File: src/itm_pkg.sv
// shared constants and types for the timecode master control block
`default_nettype none
package itm_pkg;

    // ---------------------------------------------------------------
    // register map (byte offsets)
    // ---------------------------------------------------------------
    localparam logic [4:0] OFF_CTRL   = 5'h00;
    localparam logic [4:0] OFF_CFG    = 5'h04;
    localparam logic [4:0] OFF_CBITS  = 5'h08;
    localparam logic [4:0] OFF_LEAP   = 5'h0c;
    localparam logic [4:0] OFF_PROP   = 5'h10;

    // ---------------------------------------------------------------
    // field positions
    // ---------------------------------------------------------------
    localparam int CTRL_ENABLE_BIT  = 0;
    localparam int CTRL_DISABLE_BIT = 1;
    localparam int CTRL_RESET_BIT   = 2;
    localparam int CFG_TYPE_LSB     = 0;
    localparam int CFG_PIN_LSB      = 4;
    localparam int LEAP_DAY_LSB     = 8;
    localparam int LEAP_HOUR_LSB    = 18;
    localparam int CBITS_W          = 18;

    // ---------------------------------------------------------------
    // reset values
    // ---------------------------------------------------------------
    localparam logic [CBITS_W-1:0] CBITS_RST = 18'h00000;
    localparam logic [7:0]         PROP_RST  = 8'h00;
    localparam logic [1:0]         TYPE_RST  = 2'h0;
    localparam logic [3:0]         PIN_RST   = 4'h0;

    // ---------------------------------------------------------------
    // timing
    // ---------------------------------------------------------------
    localparam int CLK_NS       = 100;
    localparam int PROP_STEP_NS = 400;
    localparam int PROP_MAX_NS  = 65520;
    localparam int PROP_STEP_CYC = PROP_STEP_NS / CLK_NS;
    localparam logic [7:0] PROP_MAX_STEPS = 8'(PROP_MAX_NS / PROP_STEP_NS);
    localparam int SEC_NS       = 1000000000;
    localparam int BIT_NS       = 10000000;
    localparam int MARK_NS      = 8000000;
    localparam int ONE_NS       = 5000000;
    localparam int ZERO_NS      = 2000000;
    localparam int FRAME_BITS   = 100;
    localparam logic [6:0] LEAP_MIN = 7'h59;
    localparam logic [6:0] LEAP_SEC = 7'h59;
    localparam logic [6:0] SEC_60   = 7'h60;

    // ---------------------------------------------------------------
    // carriers (all fields bcd)
    // ---------------------------------------------------------------
    typedef struct packed {
        logic [7:0] year;
        logic [9:0] day;
        logic [5:0] hour;
        logic [6:0] min;
        logic [6:0] sec;
    } itm_tod_t;

    typedef struct packed {
        logic [5:0] hour;
        logic [9:0] day;
        logic [7:0] year;
    } itm_leap_t;

endpackage
`default_nettype wire

File: src/itm_master.sv
// timecode master control: register slave, leap and offset logic, dcls encoder
// ---------------------------------------------------------------
// What this block does
// - while enabled, frames of the time input are sent every second unattended.
// - while disabled, no timecode leaves the output.
// - status read returns 1 while enabled, 0 otherwise.
// - master reset clears every setting, including output type and pin.
// - control bits go into each frame; reads show 18 meaningful bits.
// - control bits write keeps the low 18 bits, drops the rest.
// - leap year, day and hour are held and read back.
// - leap second inserted after second 59 of minute 59 of that hour.
// - output advanced by 0 to 65200 ns in 400 ns steps, default 0.
// ---------------------------------------------------------------
//
// Our own choices: the address map and the Avalon-MM register port.
`default_nettype none
module itm_master
    import itm_pkg::*;
#(
    parameter int SEC_CYC  = SEC_NS / CLK_NS,
    parameter int BIT_CYC  = BIT_NS / CLK_NS,
    parameter int MARK_CYC = MARK_NS / CLK_NS,
    parameter int ONE_CYC  = ONE_NS / CLK_NS,
    parameter int ZERO_CYC = ZERO_NS / CLK_NS
)
(
    input  wire logic           REF_CLK_IN,
    input  wire logic           RSTN_IN,
    input  wire logic [4:0]     AVS_ADDRESS_IN,
    input  wire logic           AVS_READ_IN,
    input  wire logic           AVS_WRITE_IN,
    input  wire logic [31:0]    AVS_WRITEDATA_IN,
    input  wire logic [3:0]     AVS_BYTEENABLE_IN,
    output logic [31:0]         AVS_READDATA_OUT,
    output logic                AVS_WAITREQUEST_OUT,
    input  wire itm_pkg::itm_tod_t TOD_IN,
    input  wire logic           PPS_IN,
    output logic                IRIG_DCLS_OUT,
    output logic [1:0]          OUT_TYPE_OUT,
    output logic [3:0]          OUT_PIN_OUT,
    output logic                ACTIVE_OUT
);
    import itm_pkg::*;

    // ---------------------------------------------------------------
    // bus slave: one wait cycle, answer on the second
    // ---------------------------------------------------------------
    logic                ack_r;
    logic [31:0]         rdata_r;
    logic                en_r;
    logic [1:0]          type_r;
    logic [3:0]          pin_r;
    logic [CBITS_W-1:0]  cbits_r;
    itm_leap_t           leap_r;
    logic [7:0]          prop_r;

    wire        req      = AVS_READ_IN | AVS_WRITE_IN;
    wire        do_wr    = AVS_WRITE_IN & ack_r;
    wire        do_rd    = AVS_READ_IN & ack_r;
    wire [31:0] bmask    = {{8{AVS_BYTEENABLE_IN[3]}}, {8{AVS_BYTEENABLE_IN[2]}},
                            {8{AVS_BYTEENABLE_IN[1]}}, {8{AVS_BYTEENABLE_IN[0]}}};
    wire [31:0] wd       = AVS_WRITEDATA_IN & bmask;
    wire        sel_ctrl = AVS_ADDRESS_IN == OFF_CTRL;
    wire        sel_cfg  = AVS_ADDRESS_IN == OFF_CFG;
    wire        sel_cbit = AVS_ADDRESS_IN == OFF_CBITS;
    wire        sel_leap = AVS_ADDRESS_IN == OFF_LEAP;
    wire        sel_prop = AVS_ADDRESS_IN == OFF_PROP;
    wire        wr_ctrl  = do_wr & sel_ctrl;
    wire        m_reset  = wr_ctrl & wd[CTRL_RESET_BIT];
    wire        m_en     = wr_ctrl & wd[CTRL_ENABLE_BIT];
    wire        m_dis    = wr_ctrl & wd[CTRL_DISABLE_BIT];

    // mask and data come in as arguments: a continuous assignment only wakes on what it passes
    function automatic logic [31:0] merge(input logic [31:0] old, input logic [31:0] msk, input logic [31:0] nw);
        merge = (old & ~msk) | nw;
    endfunction

    wire [31:0] cfg_word  = {24'h000000, pin_r, 2'h0, type_r};
    wire [31:0] leap_word = {8'h00, leap_r};
    wire [31:0] cb_merge  = merge({14'h0000, cbits_r}, bmask, wd);
    wire [31:0] cf_merge  = merge(cfg_word, bmask, wd);
    wire [31:0] lp_merge  = merge(leap_word, bmask, wd);
    wire [31:0] pr_merge  = merge({24'h000000, prop_r}, bmask, wd);
    wire [7:0]  prop_nxt  = (pr_merge[7:0] > PROP_MAX_STEPS) ? PROP_MAX_STEPS : pr_merge[7:0];

    // unmapped addresses read as zero and ignore writes
    wire [31:0] rd_mux =
        sel_ctrl ? {31'h00000000, en_r} :
        sel_cfg  ? cfg_word :
        sel_cbit ? {14'h0000, cbits_r} :
        sel_leap ? leap_word :
        sel_prop ? {24'h000000, prop_r} : 32'h00000000;

    assign AVS_WAITREQUEST_OUT = req & ~ack_r;
    assign AVS_READDATA_OUT    = rdata_r;

    always_ff @(posedge REF_CLK_IN)
    begin
        if (!RSTN_IN)
        begin
            ack_r   <= 1'b0;
            rdata_r <= 32'h00000000;
        end
        else
        begin
            ack_r   <= req & ~ack_r;
            rdata_r <= rd_mux;
        end
    end

    // ---------------------------------------------------------------
    // settings; master reset wins over a same-word enable
    // ---------------------------------------------------------------
    always_ff @(posedge REF_CLK_IN)
    begin
        if (!RSTN_IN || m_reset)
        begin
            en_r    <= 1'b0;
            type_r  <= TYPE_RST;
            pin_r   <= PIN_RST;
            cbits_r <= CBITS_RST;
            leap_r  <= '0;
            prop_r  <= PROP_RST;
        end
        else
        begin
            if (m_en)
                en_r <= 1'b1;
            else if (m_dis)
                en_r <= 1'b0;
            if (do_wr && sel_cfg)
            begin
                type_r <= cf_merge[CFG_TYPE_LSB +: 2];
                pin_r  <= cf_merge[CFG_PIN_LSB +: 4];
            end
            if (do_wr && sel_cbit)
                cbits_r <= cb_merge[CBITS_W-1:0];
            if (do_wr && sel_leap)
                leap_r <= lp_merge[23:0];
            if (do_wr && sel_prop)
                prop_r <= prop_nxt;
        end
    end

    assign OUT_TYPE_OUT = type_r;
    assign OUT_PIN_OUT  = pin_r;
    assign ACTIVE_OUT   = en_r;

    // ---------------------------------------------------------------
    // second timing: pps aligns, free runs without it
    // ---------------------------------------------------------------
    logic [23:0] cyc_r;
    wire  [23:0] off_cyc = 24'(prop_r * PROP_STEP_CYC);
    wire  [23:0] trig_pt = 24'(SEC_CYC - 1) - off_cyc;
    wire         start   = (cyc_r == trig_pt) & en_r;

    always_ff @(posedge REF_CLK_IN)
    begin
        if (!RSTN_IN || PPS_IN || cyc_r == 24'(SEC_CYC - 1))
            cyc_r <= 24'h000000;
        else
            cyc_r <= cyc_r + 24'h000001;
    end

    // ---------------------------------------------------------------
    // frame assembly; tod is the time of the coming on-time mark
    // ---------------------------------------------------------------
    function automatic logic [FRAME_BITS-1:0] build(input itm_tod_t t, input logic [CBITS_W-1:0] cb);
        logic [FRAME_BITS-1:0] f;
        f = '0;
        f[4:1]   = t.sec[3:0];
        f[8:6]   = t.sec[6:4];
        f[13:10] = t.min[3:0];
        f[17:15] = t.min[6:4];
        f[23:20] = t.hour[3:0];
        f[26:25] = t.hour[5:4];
        f[33:30] = t.day[3:0];
        f[38:35] = t.day[7:4];
        f[41:40] = t.day[9:8];
        f[53:50] = t.year[3:0];
        f[58:55] = t.year[7:4];
        f[68:60] = cb[8:0];
        f[78:70] = cb[17:9];
        build = f;
    endfunction

    logic                  leap_next_r;
    itm_tod_t              last_r;
    logic [FRAME_BITS-1:0] frame_r;
    logic                  busy_r;
    logic [6:0]            idx_r;
    logic [16:0]           bcyc_r;

    // a leap frame repeats the held minute with second 60; system time must hold the step
    itm_tod_t leap_tod;
    assign leap_tod = '{year: last_r.year, day: last_r.day, hour: last_r.hour,
                        min: last_r.min, sec: SEC_60};
    wire leap_hit = TOD_IN.year == leap_r.year && TOD_IN.day == leap_r.day
                    && TOD_IN.hour == leap_r.hour && TOD_IN.min == LEAP_MIN
                    && TOD_IN.sec == LEAP_SEC;
    wire [FRAME_BITS-1:0] frame_nxt = leap_next_r ? build(leap_tod, cbits_r) : build(TOD_IN, cbits_r);

    always_ff @(posedge REF_CLK_IN)
    begin
        if (!RSTN_IN || m_reset)
        begin
            leap_next_r <= 1'b0;
            last_r      <= '0;
            frame_r     <= '0;
        end
        else if (start)
        begin
            leap_next_r <= ~leap_next_r & leap_hit;
            last_r      <= TOD_IN;
            frame_r     <= frame_nxt;
        end
    end

    // ---------------------------------------------------------------
    // pulse-width encoder: marker, one or zero per 10 ms slot
    // ---------------------------------------------------------------
    wire        last_cyc = bcyc_r == 17'(BIT_CYC - 1);
    wire        is_mark  = idx_r == 7'h00 || (idx_r % 7'h0a) == 7'h09;
    wire [16:0] width    = is_mark ? 17'(MARK_CYC) : frame_r[idx_r] ? 17'(ONE_CYC) : 17'(ZERO_CYC);
    wire        lvl_nxt  = busy_r & en_r & (bcyc_r < width);

    always_ff @(posedge REF_CLK_IN)
    begin
        if (!RSTN_IN || !en_r)
        begin
            busy_r <= 1'b0;
            idx_r  <= 7'h00;
            bcyc_r <= 17'h00000;
        end
        else if (start)
        begin
            busy_r <= 1'b1;
            idx_r  <= 7'h00;
            bcyc_r <= 17'h00000;
        end
        else if (busy_r)
        begin
            bcyc_r <= last_cyc ? 17'h00000 : bcyc_r + 17'h00001;
            if (last_cyc)
            begin
                idx_r  <= (idx_r == 7'(FRAME_BITS - 1)) ? 7'h00 : idx_r + 7'h01;
                busy_r <= idx_r != 7'(FRAME_BITS - 1);
            end
        end
    end

    always_ff @(posedge REF_CLK_IN)
    begin
        if (!RSTN_IN)
            IRIG_DCLS_OUT <= 1'b0;
        else
            IRIG_DCLS_OUT <= lvl_nxt & ~(m_dis & ~m_en) & ~m_reset;
    end
endmodule
`default_nettype wire

File: config.mk
export PLATFORM = sky130hd
export DESIGN_NAME = itm_master
export DESIGN_NICKNAME = d
export VERILOG_FILES = /design/src/itm_pkg.sv /design/src/itm_master.sv
export SDC_FILE = /design/constraint.sdc
export NUM_CORES = 1
export LEC_CHECK = 0
export BUFFER_PORTS_ARGS = -buffer_cell sky130_fd_sc_hd__buf_2
export CAP_MARGIN = 15
export CORE_ASPECT_RATIO = 0.5
export CORE_MARGIN = 2
export CORE_UTILIZATION = 45
export CTS_CLUSTER_SIZE = 25
export DETAILED_ROUTE_END_ITERATION = 6
export PLACE_DENSITY = 0.69
export REMOVE_ABC_BUFFERS = 1
export SYNTH_ARGS = -nofsm -noshare
export SYNTH_HDL_FRONTEND = slang
export SYNTH_SLANG_ARGS = --single-unit
File: constraint.sdc
create_clock -name REF_CLK_IN -period 4.3 [get_ports REF_CLK_IN]
set_input_delay 0.645 -clock REF_CLK_IN [delete_from_list [all_inputs] [get_ports REF_CLK_IN]]
set_output_delay 0.645 -clock REF_CLK_IN [all_outputs]
set_load 0.03 [all_outputs]
==> results of run 1 <==
## kinds of logic after synthesis
family | Yosys count | synth area share (%)
adders and majority gates | 18 | 2.188
and+or+nand+nor | 535 | 23.85
other | 1 | 0.03643
muxes | 52 | 5.908
DFF | 220 | 42.79
buffers and inverters | 104 | 4.510
xor gates and xnor gates | 67 | 5.701
AOI/OAI and AO/OA | 260 | 15.01
## area by class of cell
type | count | area share [%]
multi-input combinational | 940 | 46.70
clock inverter | 7 | 0.5448
inverter | 16 | 0.5127
antenna | 1 | 0.02136
sequential | 220 | 37.60
clock buffer | 29 | 5.341
timing repair buffer | 126 | 6.003
tap | 307 | 3.279
## report_power, final
part	leakage (uW)	switching, uW	internal (uW)
Sequential	0.00177	2.64	2040
Combinational	0.00189	106	57.1
Clock	0.000349	798	1070
Total	0.00401	908	3170
## per-stage QoR
step / utilization [%] / worst slack (ns) / instance area [um2] / hold slack (ns)
final: 51.74 / 0.5228 / 11710 / 0.3885
after global routing: 51.72 / 0.2247 / 11710 / 0.3874
after CTS: 51.69 / 0.5349 / 11700 / 0.3791
after detailed placement: 48.65 / 0.5359 / 11010 / 0.4374
after global placement: 48.65 / 0.6220 / 11010 / 0.4292
after floorplan: - / 0.01320 / 9915 / 0.4176
## cells in the mapped netlist, types with 23 or more instances
| cell type | n |
|---|---|
| nand4_1 | 28 |
| clkbuf_1 | 52 |
| nand3_1 | 66 |
| buf_2 | 23 |
| nor2_1 | 76 |
| xor2_1 | 23 |
| dfxtp_1 | 220 |
| o21ai_0 | 33 |
| xnor2_1 | 44 |
| nand2_1 | 268 |
| a21oi_1 | 159 |
| mux2_2 | 40 |
## critical path: stages, from the launching register on
cell and delay, ns:
dfxtp_1 0.31, buf_4 0.33, clkinv_1 0.38, a221o_1 0.43
a221oi_1 0.27, a211oi_1 0.08, a31oi_1 0.40, nand2_1 0.15
ha_1 0.33, a21o_1 0.16, a21o_1 0.17, a21oi_1 0.14
o2111a_1 0.21, nand2_1 0.06, o41ai_1 0.28
## per-layer routing
metal	share of wire (%)	GRT usage [%]	wire, um	up-vias
met3	5.3	3.374	1388	48
met4	2.3	6.213	606	0
met5	0	0	0	-
met2	46	34.90	12000	233
li1	-	-	-	4494
met1	47	29.17	12290	4296
## how the worst min path moves through the flow
stage                    startpoint   endpoint  slack [ns]  depth (start not counted)
6_report       AVS_WRITEDATA_IN[23]  flip-flop        0.39                          3
5_1_grt        AVS_WRITEDATA_IN[23]  flip-flop        0.39                          3
4_1_cts        AVS_WRITEDATA_IN[23]  flip-flop        0.38                          3
3_5_place_dp               cyc_r[0]   cyc_r[0]        0.44                          1
3_3_place_gp               cyc_r[0]   cyc_r[0]        0.43                          1
2_1_floorplan              cyc_r[0]   cyc_r[0]        0.42                          1
==> metrics, run 1 <==
Worst Hold Class=in2reg; reg2reg end=IRIG_DCLS_OUT; number of synthesized flops with an enable pin=0; num rows=39; Area growth, synth to finish=13.81%; via count of the first global-routing pass=8552; antenna-violating nets left=0; Yosys cell types=65; CTS H-tree depth=1; fillers=2151; setup tns final=0 ns; top_reg_cell synth=dfxtp_1; area of the multi-input gates=5470 um2; DR iter-0 viols=591; CTS Sinks=220; Area contributors post-synth=dfxtp_1, nand2_1, a21oi_1; reg2reg setup slack=0.52 ns; IO Pins=125; vias per cell=5.511; share of cells above drive strength 1=16.22%; Worst-Margin Slew=0.9596 ns; CTS clock-pin slew for the worst setup and hold paths=0.07 ns; area of the mapped netlist=10290 um2; most frequent cells in the layout=nand2_1, dfxtp_1, a21oi_1; Reg-to-Reg Start=idx_r[0]; Core ar.=22640 um2; gp weighted congestion=0.9086; Final setup viols=0; CTS tree=yes; Max-Cap Viols=0; TritonCTS buffer count=21; Initial Util=45.46%; crit path max fanout=28; maximum VDD drop=0.2244 mV; RSZ-0062 raised after global routing=false; first-pass GRT wire length=42940 um; run status=complete, no violations; clk_skew=0.01143 ns; WP data required=4.69 ns; Setup CP Type=reg2reg; pin count of the biggest net entering global routing=91; # hold bufs at CTS=0; post-route minimum period=3.777 ns; Async S/R FF share, synth=0%; via count=9071; Die Y=110.9 um; first-pass iteration count of the detailed router=5; Root Buffer Master=clkbuf_16; Critical Path Sink=IRIG_DCLS_OUT; Synth Warn #=0; P_leak=0.004007 uW; # nets final=1427; setup bufs post-CTS=0; placed cell count=1608; post-synthesis sequential area ratio=42.79%; synthesized flop and latch total=220; f_max=0.2647 GHz; I/O Buffers=107; Final Max Tran Viols=0; CP Data Arrival Time=4.17 ns; Final Hold Vio Count=0; Synth area leader=dfxtp_1; most common cell after layout, fill and taps aside=nand2_1; total grt overflow=0; chip width=217.9 um; Finished Layout Cells=1646; critical path capture point type=flip-flop; FF+latch area=4404 um2; Slew headroom=35.94%; power density over the cells=348.2 nW/um2; detailed-route wire length per cell=15.97 um; total track usage=21.37%; DR DRC count=0; Synth Area per Inst=8.188 um2; DP HPWL=18770 um; Mapped Cells=1257; Pwr Total=4079 uW; worst skew pair latency=0.50 ns; final worst-path cycle share=87.84%; initial antenna violation count=1; Clock Tree Buf Depth=3; Worst setup SP type=flip-flop; final WL=26290 um; die area=24170 um2; Reg2Reg Depth=14; CP Launch Point=idx_r[0]; Synth top area share=42.79%; cts repair resizes=0
Note: power is estimated with default switching activity, not from simulation.
==> run 2, diff against run 1 <==
- CORE_UTILIZATION: 45 -> 40
- PLACE_DENSITY: 0.69 -> 0.63
==> run 2 against run 1 <==
Against the previous run:
- die area rose by 12%
- final area decreased by 0.11%
- global-route usage is 2.1 points lower
==> metrics, run 2 (synthesis gave the netlist of run 1 again) <==
most common cell after layout, fill and taps aside=nand2_1; setup bufs post-CTS=0; via count of the first global-routing pass=8538; Slew headroom=35.98%; Die Y=117.4 um; cts repair resizes=0; detailed-route wire length per cell=15.79 um; CTS clock-pin slew for the worst setup and hold paths=0.07 ns; CTS H-tree depth=1; worst skew pair latency=0.52 ns; Sw Pwr=923.5 uW; initial antenna violation count=1; Final Hold Vio Count=0; Comb pwr share=4.1%; Clock Tree Buf Depth=3; f_max=0.2557 GHz; Worst setup SP type=flip-flop; CP Data Arrival Time=4.32 ns; run status=complete, no violations; antenna-violating nets left=0; Core ar.=25240 um2; total track usage=19.25%; vias per cell=5.410; pin count of the biggest net entering global routing=90; Seq pwr share=51.0%; Max-Cap Viols=0; TritonCTS buffer count=22; P_leak=0.003963 uW; clk_skew=0.01730 ns; most frequent cells in the layout=nand2_1, dfxtp_1, a21oi_1; Pwr Total=4008 uW; CTS tree=yes; I/O Buffers=107; maximum VDD drop=0.2375 mV; IO Pins=125; gp weighted congestion=0.8971; Worst Hold Class=in2reg; share of cells above drive strength 1=15.56%; Worst-Margin Slew=0.9590 ns; DP HPWL=18820 um; # hold bufs at CTS=0; final WL=26560 um; sw frac=23.04%; Initial Util=40.78%; RSZ-0062 raised after global routing=false; Setup CP Type=reg2reg; first-pass GRT wire length=43530 um; clock network power share=45.0%; Final Max Tran Viols=0; final worst-path cycle share=90.96%; CTS Sinks=220; Area growth, synth to finish=13.69%; first-pass iteration count of the detailed router=5; via count=9099; critical path capture point type=flip-flop; chip width=230.9 um; Final setup viols=0; WP data required=4.71 ns; DR iter-0 viols=830; setup tns final=0 ns; total grt overflow=0; Root Buffer Master=clkbuf_16; DR DRC count=0; crit path max fanout=22; num rows=41; # nets final=1424; die area=27110 um2; post-route minimum period=3.911 ns; internal power=3085 uW; power density over the cells=342.5 nW/um2
[run 2: worst max-delay path, stage by stage, from the launching register on]
cell and delay, ns:
dfxtp_1 0.72, buf_4 0.38, nor2b_1 0.11, a221o_1 0.36, a221oi_1 0.25, a211oi_1 0.08, a31oi_1 0.42, nand2_1 0.16
ha_1 0.33, a21o_1 0.16, a21o_1 0.17, a21oi_1 0.14, o2111a_1 0.21, nand2_1 0.06, o41ai_1 0.25
[run 2: area by class of cell]
class                           instances  area, um2
Sequential cell                       220       4404
Tap cell                              344      430.4
Timing Repair Buffer                  122      673.1
Inverter                               16      60.06
Antenna cell                            1      2.502
Fill cell                            2492      13540
Multi-Input combinational cell        940       5473
Clock buffer                           32      608.1
Clock inverter                          7      50.05
[run 2: worst paths after layout]
| check | startpoint | endpoint | slack [ns] | depth (start not counted) |
|---|---|---|---|---|
| hold reg to reg | last_r[29] | last_r[29] | 0.45 | 2 |
| setup reg to reg | idx_r[1] | IRIG_DCLS_OUT | 0.39 | 14 |
| setup / recovery | idx_r[1] | IRIG_DCLS_OUT | 0.39 | 14 |
| hold / removal | AVS_WRITEDATA_IN[18] | flip-flop | 0.38 | 3 |
[run 2: power by group through the flow]
stage	clock (uW)	combinational (uW)	sequential, uW
after floorplan	0	68.2	2090
after global placement	0	160	2090
after detailed placement	0	162	2090
after CTS	1830	163	2040
after global routing	1920	177	2040
final	1800	163	2040
[run 2: routing by layer]
metal | global-route usage (%) | routed length [um] | share of wire [%] | vias to the layer above
li1 | - | - | - | 4491
met1 | 26.63 | 12370 | 47 | 4343
met2 | 30.99 | 12200 | 46 | 215
met3 | 3.283 | 1317 | 5.0 | 50
met4 | 5.121 | 678 | 2.6 | 0
met5 | 0 | 0 | 0 | -
[run 2: stage by stage]
stage / setup WS [ns] / instances / hold slack [ns] / util, % / cell area (um2)
final: 0.3888 / 1682 / 0.3768 / 46.36 / 11700
after global placement: 0.5027 / 1641 / 0.4302 / 43.71 / 11030
after global routing: 0.05105 / 1681 / 0.3845 / 46.35 / 11700
after detailed placement: 0.4217 / 1641 / 0.4366 / 43.71 / 11030
after floorplan: 0.01320 / 1176 / 0.4176 / - / 9915
after CTS: 0.4020 / 1680 / 0.3709 / 46.32 / 11690
==> run 3, diff against run 2 <==
- clock period: 4.3 -> 4.6 ns (I/O delays scaled with it)
==> run 3 against run 2 <==
Against the previous run:
- first-iteration DRC count fell by 13%
- global-route usage rose by 0.19 points
- sequential share of layout area rose by 0.064 points
- highest routed layer unchanged
- sequential power fell by 6%
- count of clock-buffer cells in the layout rose by 2
- critical path type unchanged
==> metrics, run 3 (synthesis gave the netlist of run 1 again) <==
run status=complete, no violations; maximum VDD drop=0.2184 mV; Final Hold Vio Count=0; Worst-Margin Slew=0.9749 ns; first-pass iteration count of the detailed router=5; WP data required=5.01 ns; setup bufs post-CTS=0; Fin Hold WS=0.4244 ns; most common cell after layout, fill and taps aside=nand2_1; f_max=0.2606 GHz; die area=27110 um2; final critical-path setup slack=0.7627 ns; antenna-violating nets left=0; chip width=230.9 um; Worst Hold Class=in2reg; Core ar.=25240 um2; Final Max Tran Viols=0; I/O Buffers=107; final WL=26850 um; Root Buffer Master=clkbuf_16; CTS tree=yes; CTS Sinks=220; post-route minimum period=3.837 ns; initial antenna violation count=2; pin count of the biggest net entering global routing=84; via count of the first global-routing pass=8598; final core utilization=46.28%; CTS H-tree depth=1; CP Data Arrival Time=4.24 ns; DR iter-0 viols=722; worst skew pair latency=0.52 ns; Worst setup SP type=flip-flop; crit path max fanout=26; RSZ-0062 raised after global routing=false; Initial Util=40.78%; most frequent cells in the layout=nand2_1, dfxtp_1, a21oi_1; P_leak=0.003948 uW; Max stage delay on crit path=0.62 ns; final worst-path cycle share=83.42%; Slew headroom=34.92%; num rows=41; share of cells above drive strength 1=15.37%; cts repair resizes=0; Area growth, synth to finish=13.49%; fillers=2505; CTS clock-pin slew for the worst setup and hold paths=0.07 ns; total grt overflow=0; setup tns final=0 ns; Final setup viols=0; Die Y=117.4 um; clk_skew=0.01468 ns; critical path capture point type=flip-flop; vias per cell=5.375; DP HPWL=19260 um; slowest CP cell=a21oi_1; # nets final=1422; Clock Tree Buf Depth=3; TritonCTS buffer count=21; # hold bufs at CTS=0; IO Pins=125; DR DRC count=0; detailed-route wire length per cell=15.98 um; power density over the cells=318.6 nW/um2; DP Worst Slack=0.7945 ns; gp weighted congestion=0.8790; first-pass GRT wire length=43810 um; total track usage=19.44%; Setup CP Type=reg2reg; crit-path cells=buf_4, ha_1, nor3_1, o221ai_1, a31oi_1, a21oi_1, nand2_1, ha_1, a21o_1, a21o_1, a21oi_1, o2111a_1, nand2_1, o41ai_1; Max-Cap Viols=0; via count=9030
## run 3: cell types whose count changed in the layout (fill, tap and decap cells not counted)
cell / change
clkinv_2: -3
clkinv_8: -1
clkbuf_4: +1
clkbuf_8: +3
clkbuf_16: -1
buf_4: -2
diode_2: +1
## run 3: worst max-delay path, delay by kind of cell, from the launching register on
family / cells / cell delay (ns)
fa+ha+maj: 2 / 0.59
buf+inv: 1 / 0.39
simple gates: 3 / 0.30
flops: 1 / 0.59
compound gates: 8 / 1.87
## run 3: power breakdown
part / internal, uW / switching (uW) / total (uW) / leakage (uW)
clock network: 928 / 731 / 1660 / 0.000317
logic: 52.4 / 101 / 153 / 0.00186
registers: 1910 / 2.66 / 1910 / 0.00177
## run 3: cell type report
cell class                 count  area, um2  share of cell area (%)
sequential                   220       4404                   37.70
timing repair buffer         121      665.6                   5.698
clock buffer                  34      624.3                   5.345
inverter                      16      60.06                  0.5141
antenna                        2      5.005                 0.04284
multi-input combinational    940       5473                   46.85
clock inverter                 3      18.77                  0.1607
tap                          344      430.4                   3.685
## run 3: routing by layer
metal | up-vias | GRT usage [%] | share of wire, %
li1 | 4486 | - | -
met1 | 4311 | 26.72 | 48
met2 | 192 | 31.36 | 45
met3 | 41 | 3.745 | 4.9
met4 | 0 | 4.798 | 2.0
met5 | - | 0 | 0
## run 3: through the flow
stage | instance area [um2] | cells | power (uW)
after global routing | 11680 | 1679 | 3852
after global placement | 11030 | 1640 | 2101
after floorplan | 9915 | 1176 | 2016
after detailed placement | 11030 | 1640 | 2104
final | 11680 | 1680 | 3722
after CTS | 11670 | 1677 | 3763
## run 3: worst paths after layout
path / end / cells after the start / from / slack (ns)
worst max-delay path: IRIG_DCLS_OUT / 14 / idx_r[1] / 0.76
worst min-delay path: flip-flop / 3 / AVS_WRITEDATA_IN[23] / 0.42
worst max register to register: IRIG_DCLS_OUT / 14 / idx_r[1] / 0.76
worst min register to register: last_r[31] / 2 / last_r[31] / 0.45
